File: config.mk
export PLATFORM = sky130hd
export DESIGN_NAME = itfm_mapper
export DESIGN_NICKNAME = d
export VERILOG_FILES = /design/src/common/itfm_pkg.sv /design/src/rtl/itfm_decode.sv /design/src/rtl/itfm_mapper.sv /design/src/rtl/itfm_sync.sv
export SDC_FILE = /design/constraint.sdc
export NUM_CORES = 1
export LEC_CHECK = 0
export BUFFER_PORTS_ARGS = -buffer_cell sky130_fd_sc_hd__clkbuf_2
export CAP_MARGIN = 20
export CORE_UTILIZATION = 65
export CTS_BUF_LIST = sky130_fd_sc_hd__clkbuf_4 sky130_fd_sc_hd__clkbuf_8 sky130_fd_sc_hd__clkbuf_16
export DETAILED_ROUTE_END_ITERATION = 12
export HOLD_SLACK_MARGIN = 0.12
export PLACE_DENSITY_LB_ADDON = 0.05
export SLEW_MARGIN = 20
export SYNTH_ARGS = -nofsm -noshare
export SYNTH_HDL_FRONTEND = slang
export SYNTH_HIERARCHICAL = 1
export SYNTH_SLANG_ARGS = --single-unit
File: constraint.sdc
create_clock -name ref_clk -period 7.48 [get_ports ref_clk]
set_input_delay 1.122 -clock ref_clk [delete_from_list [all_inputs] [get_ports ref_clk]]
set_output_delay 1.122 -clock ref_clk [all_outputs]
set_load 0.01 [all_outputs]
File: src/common/itfm_pkg.sv
// Package for the input terminal function mapper: register map, reset values,
// function codes and the command carrier.
// Assumes a 32-bit classic Wishbone register bus and one clock domain.
package itfm_pkg;

    // ------------------------------------------------------------------
    // Sizes
    // ------------------------------------------------------------------
    localparam int          NUM_TERM  = 6;
    localparam int          NUM_CODES = 84;
    localparam int          ADDR_W    = 8;
    localparam int          DATA_W    = 32;

    // ------------------------------------------------------------------
    // Register byte offsets
    // ------------------------------------------------------------------
    localparam logic [7:0]  OFS_FAST_TYPE  = 8'h00;
    localparam logic [7:0]  OFS_FUNC_BASE  = 8'h04;
    localparam logic [7:0]  OFS_FUNC_LAST  = 8'h18;
    localparam logic [7:0]  OFS_POLARITY   = 8'h1c;
    localparam logic [7:0]  OFS_CONTROL    = 8'h20;
    localparam logic [7:0]  OFS_STATUS     = 8'h24;
    localparam logic [7:0]  OFS_COMMAND    = 8'h28;

    // ------------------------------------------------------------------
    // Field positions and reset values
    // ------------------------------------------------------------------
    localparam int          CTL_TENSION_BIT = 0;
    localparam int          CTL_FIRE_BIT    = 1;
    localparam int          STS_MASTER_BIT  = 8;
    localparam int          STS_SLAVE_BIT   = 9;
    localparam int          FAST_A_IDX      = 4;
    localparam int          FAST_B_IDX      = 5;
    localparam logic [3:0]  FAST_DIGITAL    = 4'h1;
    localparam logic [7:0]  RST_FAST_TYPE   = 8'h00;
    localparam logic [7:0]  RST_FUNC_ONE    = 8'h01;
    localparam logic [7:0]  RST_FUNC_TWO    = 8'h04;
    localparam logic [7:0]  RST_FUNC_THREE  = 8'h07;
    localparam logic [7:0]  RST_FUNC_OTHER  = 8'h00;
    localparam logic [5:0]  RST_POLARITY    = 6'h00;
    localparam logic [1:0]  RST_CONTROL     = 2'h0;

    // ------------------------------------------------------------------
    // Function codes
    // ------------------------------------------------------------------
    localparam int C_FWD_RUN = 1,  C_REV_RUN = 2,  C_THREE_WIRE = 3, C_FWD_JOG = 4;
    localparam int C_REV_JOG = 5,  C_COAST = 6,    C_FAULT_RST = 7,  C_PAUSE = 8;
    localparam int C_EXT_FAULT = 9, C_UP = 10,     C_DOWN = 11,      C_UD_CLR = 12;
    localparam int C_SWAP_AB = 13, C_SWAP_CA = 14, C_SWAP_CB = 15,   C_STEP0 = 16;
    localparam int C_STEP_PAUSE = 20, C_ACCDEC = 21;
    localparam int C_MASTER = 71,  C_SLAVE = 72,   C_ROLL_RST = 73,  C_WIND = 74;
    localparam int C_PREDRIVE = 75, C_CALC_INH = 76, C_ALARM_CLR = 77, C_BRAKE = 78;
    localparam int C_FEED_INT = 79, C_PRESET0 = 80, C_PRESET1 = 81;
    localparam int C_FIRE = 82,    C_PID2 = 83;

    // ------------------------------------------------------------------
    // Command carrier, 32 bits, readable at OFS_COMMAND
    // ------------------------------------------------------------------
    typedef struct packed {
        logic       pid_group2;
        logic       fire_ctrl;
        logic [1:0] roll_preset;
        logic       feed_interrupt;
        logic       manual_brake;
        logic       alarm_clear;
        logic       roll_calc_inhibit;
        logic       pre_drive;
        logic       wind_toggle;
        logic       roll_reset;
        logic       accdec_sel;
        logic       step_pause;
        logic [3:0] step_sel;
        logic       swap_comb_b;
        logic       swap_comb_a;
        logic       swap_a_b;
        logic       updown_clear;
        logic       freq_down;
        logic       freq_up;
        logic       ext_fault;
        logic       run_pause;
        logic       fault_reset;
        logic       coast_stop;
        logic       rev_jog;
        logic       fwd_jog;
        logic       three_wire;
        logic       rev_run;
        logic       fwd_run;
    } itfm_cmd_t;

endpackage

File: src/rtl/itfm_decode.sv
// One terminal's function decoder: turns a function code and an active level
// into a one-hot hit vector over the mapped codes.
// Assumes codes at or above NCODES are reserved and map to nothing.
module itfm_decode #(
    parameter int NCODES = 84
) (
    input  wire logic [7:0]        code,
    input  wire logic              active,
    output logic      [NCODES-1:0] hits
);

    // ------------------------------------------------------------------
    // One comparator per code; code 0 never hits
    // ------------------------------------------------------------------
    for (genvar i = 0; i < NCODES; i++) begin : g_code
        if (i == 0) begin : g_none
            assign hits[i] = 1'b0;
        end else begin : g_hit
            assign hits[i] = active && (code == 8'(i));
        end
    end

endmodule

File: src/rtl/itfm_mapper.sv
// Input terminal function mapper: six input terminals, each with its own
// function selector, decoded into one set of internal drive commands.
// Assumes a classic Wishbone master on ref_clk, asynchronous terminal pins,
// and drive_stopped coming from logic on the same clock.
import itfm_pkg::*;

// Behaviour
// RULE1: Fast input type from ones/tens digits
// RULE2: Six function selectors with defaults 1,4,7,0
// RULE3: Decode codes 1 to 8 run controls
// RULE4: Codes 9-12 fault, up, down, clear
// RULE5: Codes 13-15 setpoint source swaps
// RULE6: Codes 16-21 multi-step bits, pause, ramps
// RULE7: Code 71 selects master only when stopped
// RULE8: Code 72 selects slave only when stopped
// RULE9: Code 73 resets roll if tension enabled
// RULE10: Codes 74-78 act only with tension enabled
// RULE11: Code 79 forces feed interrupt with tension
// RULE12: Codes 80,81 form roll preset selector
// RULE13: Code 82 fires control only in fire mode
// RULE14: Code 83 picks second tension PID group
// RULE15: Polarity mask inverts terminal levels, resets zero
// RULE16: Reserved codes 84-95 produce no command
module itfm_mapper #(
    parameter int NTERM = NUM_TERM
) (
    input  wire logic              ref_clk,
    input  wire logic              rst_b,
    // Wishbone classic slave
    input  wire logic              wb_cyc_i,
    input  wire logic              wb_stb_i,
    input  wire logic              wb_we_i,
    input  wire logic [ADDR_W-1:0] wb_adr_i,
    input  wire logic [3:0]        wb_sel_i,
    input  wire logic [DATA_W-1:0] wb_dat_i,
    output logic      [DATA_W-1:0] wb_dat_o,
    output logic                   wb_ack_o,
    // Terminal pins and drive state
    input  wire logic [NTERM-1:0]  terminal_in,
    input  wire logic              drive_stopped,
    // Decoded commands
    output itfm_cmd_t              cmd,
    output logic                   master_sel,
    output logic                   slave_sel,
    output logic                   fast_input_a_pulse,
    output logic                   fast_input_b_pulse
);

    // ------------------------------------------------------------------
    // Helper functions
    // ------------------------------------------------------------------

    // A type digit selects the plain digital role only when it reads one
    function automatic logic fast_is_digital(input logic [3:0] digit);
        return digit == FAST_DIGITAL;
    endfunction

    // Reset value of each function selector
    function automatic logic [7:0] func_reset(input int idx);
        case (idx)
            0:       return RST_FUNC_ONE;
            1:       return RST_FUNC_TWO;
            2:       return RST_FUNC_THREE;
            default: return RST_FUNC_OTHER;
        endcase
    endfunction

    // ------------------------------------------------------------------
    // Declarations
    // ------------------------------------------------------------------
    logic [7:0]           fast_type;
    logic [7:0]           func_sel [NTERM];
    logic [5:0]           polarity;
    logic                 tension_en;
    logic                 fire_active;
    logic [NTERM-1:0]     term_sync;
    logic [NTERM-1:0]     term_level;
    logic [NTERM-1:0]     digital_en;
    logic [NTERM-1:0]     term_active;
    logic [NUM_CODES-1:0] term_hits [NTERM];
    logic [NUM_CODES-1:0] hit;
    itfm_cmd_t            next_cmd;
    logic                 bus_req;
    logic                 bus_wr;
    logic [7:0]           bus_ofs;
    logic                 func_wr;
    logic [2:0]           func_idx;
    logic [DATA_W-1:0]    next_rdata;

    // ------------------------------------------------------------------
    // Bus request decode
    // ------------------------------------------------------------------

    // A request is taken once, in the cycle before its acknowledge
    assign bus_req  = wb_cyc_i && wb_stb_i && !wb_ack_o;
    assign bus_wr   = bus_req && wb_we_i && wb_sel_i[0];
    assign bus_ofs  = {wb_adr_i[7:2], 2'b00};
    assign func_wr  = bus_wr && (bus_ofs >= OFS_FUNC_BASE) && (bus_ofs <= OFS_FUNC_LAST);
    assign func_idx = 3'((bus_ofs - OFS_FUNC_BASE) >> 2);

    // ------------------------------------------------------------------
    // Configuration registers
    // ------------------------------------------------------------------

    // Fast input type setting, ones digit for input A, tens for B
    always_ff @(posedge ref_clk or negedge rst_b) begin
        if (!rst_b) begin
            fast_type <= RST_FAST_TYPE;
        end else if (bus_wr && bus_ofs == OFS_FAST_TYPE) begin
            fast_type <= wb_dat_i[7:0]; // see RULE1
        end
    end

    // Per-terminal function selectors, addressed by index
    always_ff @(posedge ref_clk or negedge rst_b) begin
        if (!rst_b) begin
            for (int i = 0; i < NTERM; i++) begin
                func_sel[i] <= func_reset(i); // see RULE2
            end
        end else if (func_wr) begin
            func_sel[func_idx] <= wb_dat_i[7:0]; // see RULE2
        end
    end

    // Polarity mask, six bits, upper bits dropped
    always_ff @(posedge ref_clk or negedge rst_b) begin
        if (!rst_b) begin
            polarity <= RST_POLARITY; // see RULE15
        end else if (bus_wr && bus_ofs == OFS_POLARITY) begin
            polarity <= wb_dat_i[5:0];
        end
    end

    // Feature enables: tension control and fire mode
    always_ff @(posedge ref_clk or negedge rst_b) begin
        if (!rst_b) begin
            tension_en  <= RST_CONTROL[CTL_TENSION_BIT];
            fire_active <= RST_CONTROL[CTL_FIRE_BIT];
        end else if (bus_wr && bus_ofs == OFS_CONTROL) begin
            tension_en  <= wb_dat_i[CTL_TENSION_BIT];
            fire_active <= wb_dat_i[CTL_FIRE_BIT];
        end
    end

    // ------------------------------------------------------------------
    // Terminal conditioning
    // ------------------------------------------------------------------

    // Pins cross into the clock domain first
    itfm_sync #(
        .WIDTH (NTERM)
    ) u_sync (
        .ref_clk   (ref_clk),
        .rst_b     (rst_b),
        .pin_in    (terminal_in),
        .level_out (term_sync)
    );

    // Each set mask bit inverts the active level of its terminal
    assign term_level = term_sync ^ polarity[NTERM-1:0]; // see RULE15

    // Fast inputs only take part as terminals in digital role
    always_comb begin
        digital_en             = '1;
        digital_en[FAST_A_IDX] = fast_is_digital(fast_type[3:0]); // see RULE1
        digital_en[FAST_B_IDX] = fast_is_digital(fast_type[7:4]); // see RULE1
    end

    assign term_active = term_level & digital_en;

    // ------------------------------------------------------------------
    // Function decode
    // ------------------------------------------------------------------

    // One decoder per terminal; reserved codes fall outside the vector
    for (genvar t = 0; t < NTERM; t++) begin : g_term
        itfm_decode #(
            .NCODES (NUM_CODES)
        ) u_decode (
            .code   (func_sel[t]),
            .active (term_active[t]),
            .hits   (term_hits[t])   // see RULE16
        );
    end

    // Several terminals may share one code; any of them asserts it
    always_comb begin
        hit = '0;
        for (int t = 0; t < NTERM; t++) begin
            hit = hit | term_hits[t];
        end
    end

    // ------------------------------------------------------------------
    // Command assembly
    // ------------------------------------------------------------------

    // Run and stop controls
    always_comb begin
        next_cmd              = '0;
        next_cmd.fwd_run      = hit[C_FWD_RUN];    // see RULE3
        next_cmd.rev_run      = hit[C_REV_RUN];    // see RULE3
        next_cmd.three_wire   = hit[C_THREE_WIRE]; // see RULE3
        next_cmd.fwd_jog      = hit[C_FWD_JOG];    // see RULE3
        next_cmd.rev_jog      = hit[C_REV_JOG];    // see RULE3
        next_cmd.coast_stop   = hit[C_COAST];      // see RULE3
        next_cmd.fault_reset  = hit[C_FAULT_RST];  // see RULE3
        next_cmd.run_pause    = hit[C_PAUSE];      // see RULE3
        // Fault and frequency trim
        next_cmd.ext_fault    = hit[C_EXT_FAULT];  // see RULE4
        next_cmd.freq_up      = hit[C_UP];         // see RULE4
        next_cmd.freq_down    = hit[C_DOWN];       // see RULE4
        next_cmd.updown_clear = hit[C_UD_CLR];     // see RULE4
        // Setpoint source swaps
        next_cmd.swap_a_b     = hit[C_SWAP_AB];    // see RULE5
        next_cmd.swap_comb_a  = hit[C_SWAP_CA];    // see RULE5
        next_cmd.swap_comb_b  = hit[C_SWAP_CB];    // see RULE5
        // Multi-step speed, bit 0 from the lowest code
        next_cmd.step_sel     = hit[C_STEP0 +: 4]; // see RULE6
        next_cmd.step_pause   = hit[C_STEP_PAUSE]; // see RULE6
        next_cmd.accdec_sel   = hit[C_ACCDEC];     // see RULE6
        // Tension control commands exist only with the feature enabled
        if (tension_en) begin
            next_cmd.roll_reset        = hit[C_ROLL_RST];  // see RULE9
            next_cmd.wind_toggle       = hit[C_WIND];      // see RULE10
            next_cmd.pre_drive         = hit[C_PREDRIVE];  // see RULE10
            next_cmd.roll_calc_inhibit = hit[C_CALC_INH];  // see RULE10
            next_cmd.alarm_clear       = hit[C_ALARM_CLR]; // see RULE10
            next_cmd.manual_brake      = hit[C_BRAKE];     // see RULE10
            next_cmd.feed_interrupt    = hit[C_FEED_INT];  // see RULE11
            next_cmd.roll_preset       = {hit[C_PRESET1], hit[C_PRESET0]}; // see RULE12
            next_cmd.pid_group2        = hit[C_PID2];      // see RULE14
        end
        // Fire mode control passes only while fire mode is active
        next_cmd.fire_ctrl = fire_active && hit[C_FIRE]; // see RULE13
    end

    // Registered command outputs
    always_ff @(posedge ref_clk or negedge rst_b) begin
        if (!rst_b) begin
            cmd <= '0;
        end else begin
            cmd <= next_cmd;
        end
    end

    // ------------------------------------------------------------------
    // Master and slave selection
    // ------------------------------------------------------------------

    // Role changes only while stopped; held while running; master first
    always_ff @(posedge ref_clk or negedge rst_b) begin
        if (!rst_b) begin
            master_sel <= 1'b0;
            slave_sel  <= 1'b0;
        end else if (drive_stopped) begin
            if (hit[C_MASTER]) begin
                master_sel <= 1'b1; // see RULE7
                slave_sel  <= 1'b0;
            end else if (hit[C_SLAVE]) begin
                master_sel <= 1'b0; // see RULE8
                slave_sel  <= 1'b1;
            end
        end
    end

    // ------------------------------------------------------------------
    // Fast input pulse paths
    // ------------------------------------------------------------------

    // In pulse role the synchronised level goes to the pulse counter side
    always_ff @(posedge ref_clk or negedge rst_b) begin
        if (!rst_b) begin
            fast_input_a_pulse <= 1'b0;
            fast_input_b_pulse <= 1'b0;
        end else begin
            fast_input_a_pulse <= !digital_en[FAST_A_IDX] && term_sync[FAST_A_IDX]; // see RULE1
            fast_input_b_pulse <= !digital_en[FAST_B_IDX] && term_sync[FAST_B_IDX]; // see RULE1
        end
    end

    // ------------------------------------------------------------------
    // Register read back
    // ------------------------------------------------------------------

    // Read mux; unmapped offsets read as zero
    always_comb begin
        next_rdata = '0;
        case (bus_ofs)
            OFS_FAST_TYPE: begin
                next_rdata[7:0] = fast_type;
            end
            OFS_POLARITY: begin
                next_rdata[5:0] = polarity;
            end
            OFS_CONTROL: begin
                next_rdata[CTL_TENSION_BIT] = tension_en;
                next_rdata[CTL_FIRE_BIT]    = fire_active;
            end
            OFS_STATUS: begin
                next_rdata[NTERM-1:0]     = term_active;
                next_rdata[STS_MASTER_BIT] = master_sel;
                next_rdata[STS_SLAVE_BIT]  = slave_sel;
            end
            OFS_COMMAND: begin
                next_rdata = cmd;
            end
            default: begin
                if (bus_ofs >= OFS_FUNC_BASE && bus_ofs <= OFS_FUNC_LAST) begin
                    next_rdata[7:0] = func_sel[func_idx];
                end
            end
        endcase
    end

    // ------------------------------------------------------------------
    // Wishbone answer
    // ------------------------------------------------------------------

    // Acknowledge one cycle after the request, drop it the cycle after
    always_ff @(posedge ref_clk or negedge rst_b) begin
        if (!rst_b) begin
            wb_ack_o <= 1'b0;
        end else begin
            wb_ack_o <= bus_req;
        end
    end

    // Read data is captured with the acknowledge and held until the next
    always_ff @(posedge ref_clk or negedge rst_b) begin
        if (!rst_b) begin
            wb_dat_o <= '0;
        end else if (bus_req && !wb_we_i) begin
            wb_dat_o <= next_rdata;
        end
    end

endmodule

File: src/rtl/itfm_sync.sv
// Two-stage synchroniser for a bundle of asynchronous pin levels.
// Assumes each bit is an independent level; no bus coherency is given.
module itfm_sync #(
    parameter int WIDTH = 6
) (
    input  wire logic             ref_clk,
    input  wire logic             rst_b,
    input  wire logic [WIDTH-1:0] pin_in,
    output logic      [WIDTH-1:0] level_out
);

    logic [WIDTH-1:0] stage_one;

    // ------------------------------------------------------------------
    // Two flip-flops; only the second stage reads the first
    // ------------------------------------------------------------------
    always_ff @(posedge ref_clk or negedge rst_b) begin
        if (!rst_b) begin
            stage_one <= '0;
            level_out <= '0;
        end else begin
            stage_one <= pin_in;
            level_out <= stage_one;
        end
    end

endmodule

* Word level (Yosys, flattened, before mapping)
Index checks and enable logic that the tools add are counted.
** Storage, ports and cells
- Word-level logic and storage cells :: 1102
- Input port bits :: 56
- Output and inout port bits :: 69
- Bits in registers :: 145
** Operators by class
- Add/sub/neg operators :: 1
- Equality and inequality tests :: 504
- $lt $le $gt $ge :: 4
- Reduce and logical (&&, ||, !) cells :: 521
- Bitwise gates (word level) :: 8
- Mux-type cells :: 18
** Operators with widths (number)
- 8-bit by 6-bit == test with 1-bit output (second input constant) :: 192
- 8-bit by 7-bit == test with 1-bit output (second input constant) :: 120
- 8-bit by 5-bit == test with 1-bit output (second input constant) :: 96
- 1-bit logical AND :: 513
- 84-bit OR :: 5
- 8-bit by 4-bit == test with 1-bit output (second input constant) :: 48
- 8-bit by 3-bit == test with 1-bit output (second input constant) :: 24
- 8-bit by 2-bit == test with 1-bit output (second input constant) :: 12
- 48-bit bitwise mux :: 1
- 8-bit by 1-bit == test with 1-bit output (second input constant) :: 6
- 8-bit two-way mux :: 4
- 8-bit binary-select mux with 3-bit select :: 1
- 8-bit demux with 3-bit select :: 1
- 22-bit two-way mux :: 1
- 4-bit one-hot mux with 5 select lines :: 1
- 6-bit by 4-bit == test with 1-bit output (second input constant) :: 3
- 2-bit one-hot mux with 5 select lines :: 1
- 9-bit two-way mux :: 1
- 4-bit by 1-bit == test with 1-bit output (second input constant) :: 2
- 8-bit by 3-bit greater-or-equal comparator with 1-bit output (second input constant) :: 1
- 8-bit by 5-bit <= comparator with 1-bit output (second input constant) :: 1
- 8-bit zero test :: 1
- 6-bit AND :: 1
- 6-bit by 3-bit == test with 1-bit output (second input constant) :: 1
- 12 further kinds :: 19

* Logic depth before layout (Yosys ltp)
Gate-level depths: netlist of the first run.
- Word-level depth :: 10
- Gate-level depth with buffers :: 11
- Mapped depth without buffers :: 9

* Hierarchy
The synthesis of the first run kept the hierarchy.
** By module, submodules not included
- itfm_decode :: cells an instance 134, area each 1089.8 um^2, times used 6, sequential area each 0.0 um^2
- itfm_mapper :: cells an instance 478, area each 6087.1 um^2, times used 1, sequential area each 3334.4 um^2
- itfm_sync :: cells an instance 12, area each 300.3 um^2, times used 1, sequential area each 300.3 um^2

* Worst setup path after synthesis of the first run
No wires, ideal clock.
- Kind :: input -> register
- Start point :: in wb_adr_i[2]
- End point :: reg func_sel[27] in the netlist's numbering
- Arrival :: 3.053 ns
- Setup time :: 0.125 ns
- Path slack :: 4.302 ns
- Cell stages on the path :: 10
- Buffers on the path :: 3
- Required time :: 7.355 ns
- Cells stage by stage :: buf_2 -> inv_1 -> ha_1 -> buf_4 -> inv_2 -> o32ai_4 -> nor4_2 -> and3_1 -> buf_4 -> mux2_2
** Between the ends
- Longest elaborated chain between the ends :: 7
- Elaborated cells between the ends (all ways) :: 12
- Those cells by class :: 1 x add/sub; 4 x order compare; 3 x mux; 1 x bitwise; 3 x reduce/logical
** RTL lines
- start: declaration :: RTL line itfm_mapper.sv:33 : input wire logic [ADDR_W-1:0] wb_adr_i,
- 5-bit by 3-bit subtractor with 5-bit output :: RTL line itfm_mapper.sv:99 : assign func_idx = 3'((bus_ofs - OFS_FUNC_BASE) >> 2);
- 3-bit NOT with 4-bit output (not written as such) :: RTL line itfm_mapper.sv:121 : func_sel[func_idx] <= wb_dat_i[7:0];
- 4-bit greater-or-equal comparator (not written as such) / 4-bit by 1-bit < comparator with 1-bit output (equally long branches) :: RTL line itfm_mapper.sv:121
- 1-bit logical AND (not written as such) :: RTL line itfm_mapper.sv:121
- 8-bit two-way mux (not written as such) :: RTL line itfm_mapper.sv:121
- 8-bit demux with 3-bit select :: RTL line itfm_mapper.sv:121
- 48-bit bitwise mux :: RTL line itfm_mapper.sv:121
- end signal: indexed assignment :: RTL line itfm_mapper.sv:118 : func_sel[i] <= func_reset(i);
- end signal: indexed assignment :: RTL line itfm_mapper.sv:121
- end: declaration :: RTL line itfm_mapper.sv:72 : logic [7:0] func_sel [NTERM];
Several ways; a longest one is shown, not always the timed one.
A chain may end at the register's enable or synchronous reset.

* Worst setup path after layout of the first run
- Start point :: in wb_adr_i[2]
- End point :: reg func_sel[30] in the netlist's numbering
The elaborated chain is that of the path after synthesis.

==> results of run 1 <==
cell type report:
class / instances / area [um^2]
clock buffers: 18 / 432.9
clock inverters: 14 / 196.4
flip-flops and latches: 145 / 3635
multi-input cells: 616 / 5499
well taps: 211 / 264.0
inverters: 4 / 15.01
repair buffers: 105 / 556.8
fillers: 1193 / 4716
worst max-delay path, stage by stage:
cell and delay [ns]:
clkbuf_2 0.56, inv_1 0.23, ha_1 0.72, nor4_2 0.49, and3_1 0.48, mux2_2 0.39
power groups by stage:
| stage | logic, mW | registers [mW] | clock network (mW) |
|---|---|---|---|
| finish | 0.182 | 0.830 | 0.912 |
| global route | 0.195 | 0.833 | 0.949 |
| CTS | 0.181 | 0.829 | 0.921 |
| detailed placement | 0.180 | 0.843 | 0 |
| global placement | 0.175 | 0.842 | 0 |
| floorplan | 0.137 | 0.842 | 0 |
cells in the final DEF (no fill, tap or decap), types with 28 or more instances in the layout:
master	n
clkbuf_2	94
nand2_1	47
nand2b_1	32
mux2_2	65
dfrtp_1	140
nor3_2	36
nor4_1	28
nor2_1	43
nor4_2	140
a22o_1	31
state kept, by name, indices dropped and copies added, names as in the netlist:
name                flops
slave_sel               1
fire_active             1
cmd                    32
u_sync/stage_one        6
fast_type               8
polarity                6
func_sel               48
tension_en              1
wb_dat_o               32
fast_input_a_pulse      1
fast_input_b_pulse      1
u_sync/level_out        6
wb_ack_o                1
master_sel              1
worst paths after layout:
path                                startpoint                  end  slack [ns]
setup / recovery                   wb_adr_i[2]         func_sel[30]        3.78
hold / removal             u_sync/stage_one[3]  u_sync/level_out[3]        0.35
setup reg to reg                  fast_type[7]            slave_sel        4.63
hold reg to reg            u_sync/stage_one[3]  u_sync/level_out[3]        0.35
max in group asynchronous                rst_b              cmd[17]        5.42
min in group asynchronous                rst_b           master_sel        0.73
per-stage QoR:
step / cells / cell area, um^2
after global routing: 1113 / 10600
after floorplan: 928 / 10260
after detailed placement: 1081 / 9970
final: 1113 / 10600
after CTS: 1113 / 10600
after global placement: 1081 / 9970
per-layer routing:
| layer | up-vias | routed length (um) | global-route usage (%) |
|---|---|---|---|
| li1 | 3325 | - | - |
| met1 | 3923 | 11350 | 47.89 |
| met2 | 395 | 13360 | 55.80 |
| met3 | 92 | 1918 | 6.198 |
| met4 | 0 | 1591 | 19.38 |
| met5 | - | 0 | 0 |
==> results.sh, run 1 <==
export IMPL_worstHoldPathType="flip-flop to flip-flop"
export IMPL_wl_um=28220
export IMPL_drt_iter0_drc=850
export IMPL_path_class="primary input to flip-flop"
export IMPL_fin_crit_sh_pct=49.49
export IMPL_ant_nets=0
export IMPL_htree_num_levels=4
export IMPL_clk_path_buf_depth=2
export IMPL_grt_pass1_vias=7494
export IMPL_vias_per_cell=6.950
export IMPL_p_sw_mw=0.5222
export IMPL_routedWlPerCell_um=25.36
export IMPL_hold_depth=0
export IMPL_post_cts_setup_buffers=0
export IMPL_end_kind="flip-flop"
export IMPL_grt_first_pass_wirelength_um=43070
export IMPL_grt_use_total_pct=35.80
export IMPL_clock_sinks=145
export IMPL_ioPinCount=125
export IMPL_finalMaxSlewViolations=0
export IMPL_hold_viol=0
export IMPL_clk_latency_ns=0.43
export IMPL_dr_pass1_iters=7
export IMPL_seq_power_share_pct=43.1
export IMPL_grt_max_degree=82
export IMPL_synth_area_um2=10260
export IMPL_start_util_pct=67.00
export IMPL_place_hpwl_um=20280
export IMPL_ys_warnings_count=6
export IMPL_slew_headroom_pct=34.41
export IMPL_status="complete, no violations"
export IMPL_fin_worst_skew_ns=0.01157
export IMPL_overflow=0
export IMPL_syn_area_per_cell_um2=11.06
export IMPL_combinationalPowerShare_pct=9.5
export IMPL_rr_worst_depth=9
export IMPL_drc=0
export IMPL_cts_clk_slew_worst_paths_ns=0.07
export IMPL_ctsResizeCount=0
export IMPL_p_leak_nw=4.247
export IMPL_maxCapViolCount=0
export IMPL_die_w_um=127.6
export IMPL_numPortBuffers=95
export IMPL_place_congestion=0.8994
export IMPL_num_rows=45
export IMPL_num_antenna_cells=0
export IMPL_switching_share_pct=27.15
export IMPL_area_delta_synth_final_pct=3.292
export IMPL_synth_cells=928
export IMPL_cts_hold_buf=0
export IMPL_max_freq_mhz=270.1
export IMPL_worstPathMaxFanout=21
export IMPL_cts_tree="yes"
export IMPL_start_kind="primary input"
export IMPL_antenna_found_initial=1
export IMPL_required_ns=7.78
export IMPL_fin_ws_ns=3.778
export IMPL_dieArea_um2=16290
export IMPL_cts_root_buf="clkbuf_16"
export IMPL_die_y_um=127.6
export IMPL_fin_crit_ns=3.702
export IMPL_dp_slack_ns=3.392
export IMPL_irDropWorstVdd_mv=0.2357
export IMPL_tightest_slew_ns=0.9838
export IMPL_p_clk_share_pct=47.4
export IMPL_setup_viol=0
export IMPL_whs_ns=0.3493
export IMPL_powerDensity_nw_per_um2=181.5
export IMPL_via_count=7735
export IMPL_rsz0062_at_grt="no"
export IMPL_tns_ns=0
export IMPL_final_nets=949
export IMPL_cts_buffers=17
export IMPL_drive_above_1_share_pct=46.34
export IMPL_core_area_um2=15310
export IMPL_arrival_ns=4.01
export IMPL_intPower_mw=1.402
export IMPL_p_total_mw=1.924
export IMPL_synth_nets=988
export IMPL_postLayoutCoreUtil_pct=69.21
No activity file was read; power rests on OpenSTA's default activity.
==> run 2: changes to the inputs <==
--- a/config.mk
+++ b/config.mk
@@ -7,7 +7,7 @@
 export LEC_CHECK = 0
 export BUFFER_PORTS_ARGS = -buffer_cell sky130_fd_sc_hd__clkbuf_2
 export CAP_MARGIN = 20
-export CORE_UTILIZATION = 65
+export CORE_UTILIZATION = 55
 export CTS_BUF_LIST = sky130_fd_sc_hd__clkbuf_4 sky130_fd_sc_hd__clkbuf_8 sky130_fd_sc_hd__clkbuf_16
 export DETAILED_ROUTE_END_ITERATION = 12
 export HOLD_SLACK_MARGIN = 0.12
==> constraint.sdc (replaced) <==
create_clock -name ref_clk -period 3.1 [get_ports ref_clk]
set_input_delay 0.465 -clock ref_clk [delete_from_list [all_inputs] [get_ports ref_clk]]
set_output_delay 0.465 -clock ref_clk [all_outputs]
set_load 0.01 [all_outputs]
==> results.sh, run 2 (same netlist as run 1, synthesis figures left out) <==
export IMPL_post_cts_setup_buffers=0
export IMPL_ctsResizeCount=0
export IMPL_drive_above_1_share_pct=47.58
export IMPL_antenna_found_initial=0
export IMPL_drt_iter0_drc=672
export IMPL_start_util_pct=56.54
export IMPL_reg2reg_slack_ns=0.29
export IMPL_cts_buffers=17
export IMPL_cts_hold_buf=3
export IMPL_numPortBuffers=95
export IMPL_path_class="flip-flop to flip-flop"
export IMPL_end_kind="flip-flop"
export IMPL_clk_latency_ns=0.44
export IMPL_final_nets=976
export IMPL_irDropWorstVdd_mv=0.3648
export IMPL_cts_root_buf="clkbuf_16"
export IMPL_cts_clk_slew_worst_paths_ns=0.07
export IMPL_fin_crit_ns=2.811
export IMPL_die_w_um=138.6
export IMPL_worstHoldPathType="primary input to asynchronous set/reset pin"
export IMPL_dieArea_um2=19210
export IMPL_p_total_mw=4.512
export IMPL_switching_share_pct=28.12
export IMPL_slew_headroom_pct=42.84
export IMPL_hold_viol=0
export IMPL_required_ns=3.46
export IMPL_clk_path_buf_depth=2
export IMPL_grt_pass1_vias=7646
export IMPL_final_cell_mix="nor4_2, dfrtp_1, clkbuf_2"
export IMPL_place_congestion=0.9364
export IMPL_seq_power_share_pct=44.5
export IMPL_tightest_slew_ns=0.8574
export IMPL_num_antenna_cells=0
export IMPL_routedWlPerCell_um=25.49
export IMPL_path_cells="nor4b_1, and2_1, or3b_1, nor4_2, nor4_1, nand2_1, o41a_1, mux2i_1"
export IMPL_powerDensity_nw_per_um2=417.9
export IMPL_via_count=7739
export IMPL_vias_per_cell=6.683
export IMPL_critPathSlowestCell="or3b_1"
export IMPL_core_area_um2=18150
export IMPL_max_stage_delay_ns=0.62
export IMPL_fillers=1520
export IMPL_grt_use_total_pct=31.40
export IMPL_top_regs="func_sel x48, cmd x32, wb_dat_o x32"
export IMPL_violations="DRC"
export IMPL_arrival_ns=3.17
export IMPL_maxCapViolCount=0
export IMPL_ioPinCount=125
export IMPL_tns_ns=0
export IMPL_largest_reg_flops=48
export IMPL_rsz0062_at_grt="no"
export IMPL_max_freq_mhz=355.7
export IMPL_htree_num_levels=4
export IMPL_place_hpwl_um=22080
export IMPL_p_sw_mw=1.269
export IMPL_drc=7
export IMPL_final_cell_area_um2=10800
export IMPL_grt_max_degree=91
export IMPL_clock_sinks=145
export IMPL_start_kind="flip-flop"
export IMPL_ant_nets=0
export IMPL_placed_area_um2=10180
export IMPL_combinationalPowerShare_pct=10.2
export IMPL_p_leak_nw=4.356
export IMPL_fin_crit_sh_pct=90.68
export IMPL_cts_tree="yes"
export IMPL_finalMaxSlewViolations=0
export IMPL_overflow=0
export IMPL_dr_pass1_iters=9
export IMPL_p_clk_share_pct=45.3
export IMPL_area_delta_synth_final_pct=5.232
export IMPL_num_rows=49
export IMPL_fin_worst_skew_ns=0.01665
export IMPL_postLayoutCoreUtil_pct=59.50
export IMPL_die_y_um=138.6
export IMPL_status="finished with violations"
export IMPL_intPower_mw=3.243
export IMPL_wl_um=29520
export IMPL_grt_first_pass_wirelength_um=45250
export IMPL_worstPathMaxFanout=11
export IMPL_setup_viol=0
export IMPL_top_register="func_sel"
[run 2: cell types whose count changed in the layout (fill, tap and decap cells not counted)]
cell	before	now
clkinv_8	1	0
clkinvlp_4	2	1
buf_12	0	1
clkinv_4	2	4
buf_4	10	33
inv_6	4	5
dlygate4sd3_1	0	3
clkbuf_4	1	0
bufinv_16	3	1
clkinv_2	0	1
clkbuf_8	0	1
[run 2: area by class of cell]
type,instances,area (um^2),area share (%)
multi-input cells,616,5499,50.93
repair buffers,132,779.5,7.219
clock inverters,14,143.9,1.333
well taps,229,286.5,2.654
clock buffers,18,439.2,4.067
flip-flops and latches,145,3635,33.66
inverters,4,15.01,0.1390
[run 2: critical path: cells and delay by family, from the launching register on]
family	cells	cell delay [ns]
multiplexers	1	0.21
AO/OA/AOI/OAI	1	0.22
AND/OR/NAND/NOR	6	1.88
flip-flops	1	0.41
[run 2: routing by layer]
metal / part of all wire, % / vias up / GRT usage, %
met5: 0 / - / 0
met4: 4.3 / 0 / 14.73
met3: 5.8 / 72 / 5.110
met2: 48 / 332 / 49.83
met1: 42 / 3946 / 42.20
li1: - / 3389 / -
[run 2: final timing paths]
kind	startpoint	endpoint	cells past startpoint
setup / recovery	fast_type[7]	slave_sel	8
max in group asynchronous	rst_b	cmd[4]	2
setup reg to reg	fast_type[7]	slave_sel	8
min in group ref_clk	terminal_in[4]	u_sync/stage_one[4]	1
hold reg to reg	u_sync/stage_one[4]	u_sync/level_out[4]	0
hold / removal	rst_b	wb_dat_o[23]	1
[run 2: power by group through the flow]
stage / Sequential [mW] / Combinational [mW] / Clock, mW
after floorplan: 2.03 / 0.330 / 0
after global placement: 2.03 / 0.443 / 0
after detailed placement: 2.04 / 0.458 / 0
after CTS: 2.00 / 0.462 / 2.08
after global routing: 2.01 / 0.495 / 2.17
final: 2.01 / 0.462 / 2.04
[run 2: through the flow]
stage / hold slack [ns] / cells / worst slack (ns)
finish: 0.07159 / 1158 / 0.2890
floorplan: 0.1694 / 928 / 0.5794
global route: 0.1223 / 1158 / 0.1179
global placement: 0.3324 / 1123 / 0.3802
detailed placement: 0.3387 / 1123 / 0.3094
CTS: 0.1202 / 1158 / 0.2800
